**config.mk**
```make
export PLATFORM = sky130hd
export DESIGN_NAME = sslc_top
export DESIGN_NICKNAME = d
export VERILOG_FILES = /design/src/verilog/sslc_pkg.sv /design/src/verilog/sslc_settle_timer.sv /design/src/verilog/sslc_top.sv
export VERILOG_INCLUDE_DIRS = /design/src /design/src/verilog
export SDC_FILE = /design/constraint.sdc
export NUM_CORES = 1
export LEC_CHECK = 0
export ABC_AREA = 1
export BUFFER_PORTS_ARGS = -buffer_cell sky130_fd_sc_hd__buf_2
export CAP_MARGIN = 5
export CORE_MARGIN = 3
export CORE_UTILIZATION = 57
export DETAILED_ROUTE_END_ITERATION = 16
export MAX_ROUTING_LAYER = met4
export PLACE_DENSITY_LB_ADDON = 0.12
export SYNTH_ARGS = -nofsm -noshare
export SYNTH_HDL_FRONTEND = slang
export SYNTH_HIERARCHICAL = 1
export SYNTH_SLANG_ARGS = --single-unit
export TNS_END_PERCENT = 20
```
**constraint.sdc**
```tcl
create_clock -name clk_sys -period 1.6 [get_ports clk_sys]
set_input_delay 0 -clock clk_sys [delete_from_list [all_inputs] [get_ports clk_sys]]
set_output_delay 0 -clock clk_sys [all_outputs]
set_load 0.02 [all_outputs]
```
**src/verilog/sslc_cfg.svh**
```systemverilog
/*
  Constants for the supply supervisor low-power control block.
  Assumes a 25 MHz system clock.
*/
`ifndef SSLC_CFG_SVH
`define SSLC_CFG_SVH
`define SSLC_CLK_MHZ          25
`define SSLC_SETTLE_US        150
`define SSLC_SETTLE_CYC       (`SSLC_SETTLE_US * `SSLC_CLK_MHZ)
`define SSLC_SLOW_WAKE_US     150
`define SSLC_SLOW_WAKE_CYC    (`SSLC_SLOW_WAKE_US * `SSLC_CLK_MHZ)
`define SSLC_FAST_WAKE_CYC    13'h0001
`define SSLC_CNT_W            13
`endif

```
**src/verilog/sslc_pkg.sv**
```systemverilog
/*
  Types for the supply supervisor low-power control block.
  Assumes sslc_cfg.svh supplies the numeric constants.
*/
package sslc_pkg;
  typedef enum logic [1:0] {SSLC_OFF, SSLC_NORMAL, SSLC_FULL} sslc_sup_mode_e;

  typedef struct packed {
    logic core_sup_enable;
    logic core_sup_lpm_keep;
    logic core_sup_full_perf;
    logic core_mon_enable;
    logic core_mon_full_perf;
    logic core_auto_ctrl;
  } sslc_core_ctrl_s;

  typedef struct packed {
    logic io_sup_enable;
    logic io_sup_lpm_keep;
    logic io_sup_full_perf;
    logic io_mon_enable;
    logic io_mon_full_perf;
    logic io_auto_ctrl;
    logic io_overvolt_enable;
  } sslc_io_ctrl_s;

  typedef struct packed {
    sslc_sup_mode_e core_sup;
    sslc_sup_mode_e core_mon;
    sslc_sup_mode_e io_sup;
    sslc_sup_mode_e io_mon;
  } sslc_modes_s;
endpackage

```
**src/verilog/sslc_settle_timer.sv**
```systemverilog
/*
  Settling timer: raises pending on start, clears after a fixed count.
  Assumes start is a one-cycle pulse on clk_sys.
*/
`timescale 1ns/1ps
`include "sslc_cfg.svh"
module sslc_settle_timer
(
  input  wire logic clk_sys,
  input  wire logic srst,
  input  wire logic start,
  output logic      pending
);
  logic [`SSLC_CNT_W-1:0] count;

  // A new write restarts the full settling time
  always_ff @(posedge clk_sys)
  begin
    if (srst)
    begin
      count   <= '0;
      pending <= 1'b0;
    end
    else if (start)
    begin
      count   <= `SSLC_CNT_W'(`SSLC_SETTLE_CYC - 1);
      pending <= 1'b1;
    end
    else if (count != '0)
      count <= count - `SSLC_CNT_W'(1);
    else
      pending <= 1'b0;
  end
endmodule

```
**src/verilog/sslc_top.sv**
```systemverilog
/*
  Supply supervisor and monitor low-power control for a power manager.
  Decodes control bits to per-mode supervisor states, selects wake-up
  speed, tracks settling, and routes supervisor events to reset or
  interrupt. Assumes all inputs are synchronous to clk_sys except the
  analog event inputs, which are synchronised here.
*/
`timescale 1ns/1ps
`include "sslc_cfg.svh"

// Functional notes
// - Control write raises settle flag until settled
// - Sleep entry by request or automatically
// - Core off/full-perf gives fast wake-up
// - Core normal-perf enabled forces slow wake-up
// - IO keep clear turns off in sleep
// - IO auto control disables monitor in sleep
// - Overvoltage trip raises power-on reset
// - Core event routes to reset or interrupt
// - Soft power-up clear restores normal operation
module sslc_top
(
  input  wire logic                   clk_sys,
  input  wire logic                   srst,
  input  wire logic                   soft_power_up_clear,
  input  sslc_pkg::sslc_core_ctrl_s   core_ctrl_wdata,
  input  wire logic                   core_ctrl_we,
  input  sslc_pkg::sslc_io_ctrl_s     io_ctrl_wdata,
  input  wire logic                   io_ctrl_we,
  input  wire logic                   event_reset_select,
  input  wire logic                   sleep_request,
  input  wire logic                   sleep_on_exit,
  input  wire logic                   isr_return,
  input  wire logic                   wake_request,
  input  wire logic                   core_event_raw,
  input  wire logic                   io_trip_raw,
  output sslc_pkg::sslc_core_ctrl_s   core_supervision_ctrl,
  output sslc_pkg::sslc_io_ctrl_s     io_supervision_ctrl,
  output logic                        core_settle_pending,
  output logic                        io_settle_pending,
  output logic                        deep_sleep,
  output logic                        waking,
  output logic                        slow_wake,
  output sslc_pkg::sslc_modes_s       modes,
  output logic                        power_on_reset,
  output logic                        supply_irq
);
  typedef enum logic [1:0] {SSLC_ACTIVE, SSLC_SLEEP, SSLC_WAKE} sslc_pwr_e;

  sslc_pwr_e              pwr_state;
  logic [`SSLC_CNT_W-1:0] wake_count;
  logic                   rst_any;
  logic [1:0]             core_evt_sync;
  logic [1:0]             io_trip_sync;
  logic                   core_event;
  logic                   io_trip;
  logic                   sleep_entry;
  logic                   next_slow_wake;
  sslc_pkg::sslc_modes_s  next_modes;

  // Supervisor state for active or sleep, one table for all four units
  function automatic sslc_pkg::sslc_sup_mode_e sup_mode(input logic en,
                                                        input logic keep,
                                                        input logic fp,
                                                        input logic auto_c,
                                                        input logic sleep);
    sslc_pkg::sslc_sup_mode_e m;
    m = sslc_pkg::SSLC_OFF;
    if (en && !sleep)
      m = fp ? sslc_pkg::SSLC_FULL : sslc_pkg::SSLC_NORMAL;
    else if (en && keep && !auto_c)
      m = fp ? sslc_pkg::SSLC_FULL : sslc_pkg::SSLC_NORMAL;
    else if (en && keep && auto_c && fp)
      m = sslc_pkg::SSLC_NORMAL;
    return m;
  endfunction

  // Soft clear resets the manager like srst, except the event synchronisers and power_on_reset
  assign rst_any = srst | soft_power_up_clear;

  // ==========================================================
  // Control registers and settling
  always_ff @(posedge clk_sys)
  begin
    if (rst_any)
      core_supervision_ctrl <= '0;
    else if (core_ctrl_we)
      core_supervision_ctrl <= core_ctrl_wdata;
  end

  always_ff @(posedge clk_sys)
  begin
    if (rst_any)
      io_supervision_ctrl <= '0;
    else if (io_ctrl_we)
      io_supervision_ctrl <= io_ctrl_wdata;
  end

  sslc_settle_timer u_core_settle
  (
    .clk_sys (clk_sys),
    .srst    (rst_any),
    .start   (core_ctrl_we),
    .pending (core_settle_pending)
  );

  sslc_settle_timer u_io_settle
  (
    .clk_sys (clk_sys),
    .srst    (rst_any),
    .start   (io_ctrl_we),
    .pending (io_settle_pending)
  );

  // ==========================================================
  // Power mode sequencing
  // Software waiting for settling is its own duty; no lockout here
  assign sleep_entry = sleep_request | (isr_return & sleep_on_exit);

  always_comb
  begin
    next_slow_wake = (core_supervision_ctrl.core_sup_enable
                      && !core_supervision_ctrl.core_sup_full_perf)
                  || (core_supervision_ctrl.core_mon_enable
                      && !core_supervision_ctrl.core_mon_full_perf);
  end

  always_ff @(posedge clk_sys)
  begin
    if (rst_any)
      slow_wake <= 1'b0;
    else
      slow_wake <= next_slow_wake;
  end

  always_ff @(posedge clk_sys)
  begin
    if (rst_any)
    begin
      pwr_state  <= SSLC_ACTIVE;
      wake_count <= '0;
    end
    else
    begin
      unique case (pwr_state)
        SSLC_ACTIVE:
          if (sleep_entry)
            pwr_state <= SSLC_SLEEP;
        SSLC_SLEEP:
          if (wake_request)
          begin
            pwr_state  <= SSLC_WAKE;
            wake_count <= slow_wake ? `SSLC_CNT_W'(`SSLC_SLOW_WAKE_CYC - 1)
                                    : `SSLC_FAST_WAKE_CYC;
          end
        SSLC_WAKE:
          if (wake_count == '0)
            pwr_state <= SSLC_ACTIVE;
          else
            wake_count <= wake_count - `SSLC_CNT_W'(1);
        default:
          pwr_state <= SSLC_ACTIVE;
      endcase
    end
  end

  assign deep_sleep = (pwr_state == SSLC_SLEEP);
  assign waking     = (pwr_state == SSLC_WAKE);

  // ==========================================================
  // Supervisor states
  always_comb
  begin
    next_modes.core_sup = sup_mode(core_supervision_ctrl.core_sup_enable,
                                   core_supervision_ctrl.core_sup_lpm_keep,
                                   core_supervision_ctrl.core_sup_full_perf,
                                   core_supervision_ctrl.core_auto_ctrl,
                                   deep_sleep);
    // Monitor has no keep bit: it always holds unless auto control
    next_modes.core_mon = sup_mode(core_supervision_ctrl.core_mon_enable,
                                   1'b1,
                                   core_supervision_ctrl.core_mon_full_perf,
                                   core_supervision_ctrl.core_auto_ctrl,
                                   deep_sleep);
    next_modes.io_sup   = sup_mode(io_supervision_ctrl.io_sup_enable,
                                   io_supervision_ctrl.io_sup_lpm_keep,
                                   io_supervision_ctrl.io_sup_full_perf,
                                   io_supervision_ctrl.io_auto_ctrl,
                                   deep_sleep);
    next_modes.io_mon   = sup_mode(io_supervision_ctrl.io_mon_enable,
                                   1'b1,
                                   io_supervision_ctrl.io_mon_full_perf,
                                   io_supervision_ctrl.io_auto_ctrl,
                                   deep_sleep);
    if (deep_sleep && io_supervision_ctrl.io_auto_ctrl)
      next_modes.io_mon = sslc_pkg::SSLC_OFF;
  end

  always_ff @(posedge clk_sys)
  begin
    if (rst_any)
      modes <= '0;
    else
      modes <= next_modes;
  end

  // ==========================================================
  // Event routing
  always_ff @(posedge clk_sys)
  begin
    if (srst)
    begin
      core_evt_sync <= '0;
      io_trip_sync  <= '0;
    end
    else
    begin
      core_evt_sync <= {core_evt_sync[0], core_event_raw};
      io_trip_sync  <= {io_trip_sync[0], io_trip_raw};
    end
  end

  // Events only count while the unit is actually on
  assign core_event = core_evt_sync[1]
                   && ((modes.core_sup != sslc_pkg::SSLC_OFF)
                       || (modes.core_mon != sslc_pkg::SSLC_OFF));
  assign io_trip    = io_trip_sync[1] && (modes.io_mon != sslc_pkg::SSLC_OFF)
                   && io_supervision_ctrl.io_overvolt_enable;

  always_ff @(posedge clk_sys)
  begin
    if (srst)
      power_on_reset <= 1'b0;
    else
      power_on_reset <= io_trip
                     || (core_event && event_reset_select);
  end

  always_ff @(posedge clk_sys)
  begin
    if (rst_any)
      supply_irq <= 1'b0;
    else
      supply_irq <= core_event && !event_reset_select;
  end
endmodule

```
==> impl_metrics.env <==
export IMPL_netlist_top_cells_area="dfxtp_1, nand2_1, nor2_1"
export IMPL_finalSetupTns_ps=0
export IMPL_synth_area_leader_cell="dfxtp_1"
export IMPL_vias_per_cell=5.11
export IMPL_slew_viol_final=0
export IMPL_period_needed_ps=1430
export IMPL_gp_congestion=0.873
export IMPL_ios=53
export IMPL_netlist_area_um2=3590
export IMPL_portBuffers=52
export IMPL_leakagePower_nw=2.09
export IMPL_met3_length_um=358
export IMPL_whs_ps=20.0
export IMPL_ys_ff_latch=71
export IMPL_peakVddDrop_mv=1.08
export IMPL_initialDrtViolationCount=165
export IMPL_diodes=0
export IMPL_clock_skew_ps=9.92
export IMPL_rsz0062_at_grt="false"
export IMPL_die_area_um2=7280
export IMPL_worstSkewPairLatency_ps=340
export IMPL_reg2regPathDepth=10
export IMPL_critPathMaxStageDelay_ps=310
export IMPL_root_buffer="clkbuf_8"
export IMPL_grt_pass1_wl_um=14900
export IMPL_antenna_left=0
export IMPL_holdCritStartpoint="soft_power_up_clear"
export IMPL_cts_max_level=3
export IMPL_ys_flop_type="dfxtp_1"
export IMPL_core_region_area_um2=6030
export IMPL_synthesis_nets=530
export IMPL_drcViolationCount=0
export IMPL_hold_depth=4
export IMPL_netlist_cell_type_count=37
export IMPL_netlist_instances=499
export IMPL_synthArstFlopShare_pct=0
export IMPL_cts_tree="yes"
export IMPL_hp_class="input pin to register"
export IMPL_max_slew_margin_pct=69.8
export IMPL_timing_final_crit_share_pct=89.3
export IMPL_seq_area_frac_synth_pct=39.6
export IMPL_slowest_stage="dfxtp_1"
export IMPL_area_growth_pct=22.8
export IMPL_synth_edf_count=0
export IMPL_crit_arrival_ps=1670
export IMPL_required_ps=1840
export IMPL_path_max_fanout=13
export IMPL_yosys_cell_count_top_type="nand2_1"
export IMPL_reg2reg_to="wake_count[2]"
export IMPL_cts_clk_slew_worst_paths_ps=80
export IMPL_drv_cap=0
export IMPL_grt_pass1_vias=3465
export IMPL_post_route_cells_drive_above_1_share_pct=22.8
export IMPL_grt_use_total_pct=26.1
export IMPL_hold_path_end="u_core_settle/count[9]"
export IMPL_vias=3406
export IMPL_worst_slew_pin_slew_ps=449
export IMPL_antenna_found_initial=0
export IMPL_dp_hpwl_um=5720
export IMPL_grt_max_degree=30
export IMPL_hold_violations=0
export IMPL_wl_per_cell_um=12.6
export IMPL_crit_path_end_kind="register"
export IMPL_numCtsBuffers=9
export IMPL_netlist_top_cells_count="nand2_1, dfxtp_1, nor2_1"
export IMPL_syn_avg_cell_area_um2=7.19
export IMPL_yosys_warnings=6
export IMPL_critPathLaunchType="register"
export IMPL_fp_dieH_um=85.3
export IMPL_critPathKind="register to register"
export IMPL_drt_pass1_iter_count=4
export IMPL_wl_met2_um=4250
export IMPL_r2r_start="wake_count[0]"
export IMPL_gr_total_overflow=0
export IMPL_synth_top_area_share_pct=39.6
export IMPL_crit_chain="inv_1 > ha_1 > nand2_1 > nor2_4 > nand2_4 > nand2_4 > nand2_4 > nand2_2 > a21oi_1 > nor2_1"
export IMPL_top_layer="met4"
export IMPL_cts_sinks=71
export IMPL_fin_nets=618
export IMPL_routed_wl_um=8430
export IMPL_die_w_um=85.3
export IMPL_rows=28
export IMPL_ctsLongestPathBuffers=2
export IMPL_start_util_pct=59.6
export IMPL_outcome="finished clean"
export IMPL_met1_length_um=3530
export IMPL_regToRegSetupSlack_ps=170
export IMPL_cp_common_cell="nand2_4"
export IMPL_p_per_area_nw_per_um2=957
export IMPL_setup_violations=0
export IMPL_max_freq_mhz=700
export IMPL_post_cts_setup_buffers=0
[worst max path at each step]
stage | start | to | slack, ps | cells past startpoint
6_report | wake_count[0] | wake_count[2] | 170 | 10
5_1_grt | wake_count[0] | wake_count[6] | 30 | 10
4_1_cts | wake_count[0] | wake_count[2] | 160 | 10
3_5_place_dp | wake_count[0] | wake_count[2] | 190 | 10
3_3_place_gp | wake_count[0] | wake_count[2] | 250 | 10
2_1_floorplan | wake_count[0] | wake_count[2] | 290 | 10
[worst max-delay path, delay by kind of cell, from the launching register on]
kind	cells	cell delay (ps)
compound gates	1	130
fa+ha+maj	1	200
buf+inv	1	80
flops	1	310
simple gates	7	610
[per-stage QoR]
| stage | setup WS [ps] | cell area [um^2] | util (%) | power (mW) | std cells |
|---|---|---|---|---|---|
| final | 172 | 4410 | 73.2 | 4.22 | 667 |
| after global routing | 33.3 | 4410 | 73.2 | 4.45 | 667 |
| after CTS | 163 | 4410 | 73.1 | 4.23 | 667 |
| after detailed placement | 186 | 3940 | 65.3 | 2.77 | 624 |
| after global placement | 252 | 3940 | 65.3 | 2.74 | 624 |
| after floorplan | 286 | 3590 | - | 2.59 | 499 |
[routing by layer]
| metal | vias to the layer above | track usage [%] |
|---|---|---|
| met5 | - | - |
| met4 | 0 | 13.2 |
| met3 | 26 | 4.66 |
| met2 | 83 | 44.4 |
| met1 | 1543 | 29.3 |
| li1 | 1754 | - |
[layout by cell type (no fill, tap or decap), types with 3 or more instances in the layout]
cell / instances
a21oi_1: 43
buf_2: 52
buf_4: 4
clkbuf_8: 9
clkinv_4: 3
dfxtp_1: 71
dlygate4sd3_1: 27
ha_1: 6
inv_1: 56
inv_2: 7
nand2_1: 102
nand2_2: 12
nand2_4: 9
nand3_1: 40
nor2_1: 61
nor2_2: 16
nor2_4: 13
o21ai_0: 11
o21ai_1: 10
o21bai_1: 4
xor2_1: 5
[state kept, by name, summed over array words and instances (netlist names)]
register               count
core_evt_sync              2
core_supervision_ctrl      6
io_supervision_ctrl        7
io_trip_sync               2
modes                      8
power_on_reset             1
pwr_state                  2
slow_wake                  1
supply_irq                 1
u_core_settle/count       13
u_core_settle/pending      1
u_io_settle/count         13
u_io_settle/pending        1
wake_count                13
[cell type report]
| cell class | count | area [um^2] |
|---|---|---|
| inverters | 65 | 244 |
| repair buffers | 83 | 561 |
| clock buffers | 9 | 124 |
| flip-flops and latches | 71 | 1420 |
| clock inverters | 7 | 73.8 |
| well taps | 75 | 93.8 |
| multi-input cells | 357 | 1890 |
| fillers | 481 | 1620 |
[what timing repair did]
item                       CTS  global route
resized for setup            0             1
hold endpoints to repair    19             0
setup endpoints to repair    0             1
hold buffers                27             0
[cell families (layout without fill, tap and decap cells)]
| group | after synthesis | count (layout) | share of synthesized area (%) |
|---|---|---|---|
| DFF | 71 | 71 | 39.6 |
| buffers and inverters | 71 | 164 | 7.78 |
| adders and majority gates | 6 | 6 | 2.09 |
| xor gates and xnor gates | 7 | 7 | 1.71 |
| AOI/OAI and AO/OA | 78 | 78 | 12.1 |
| and+or+nand+nor | 266 | 266 | 36.7 |
[power by group]
part	leakage [nW]	internal, mW	switching [mW]
Clock	0.0992	0.722	0.713
Combinational	1.41	0.346	0.536
Sequential	0.579	1.83	0.0668
Total	2.09	2.90	1.32
Note: power is estimated with default switching activity, not from simulation.
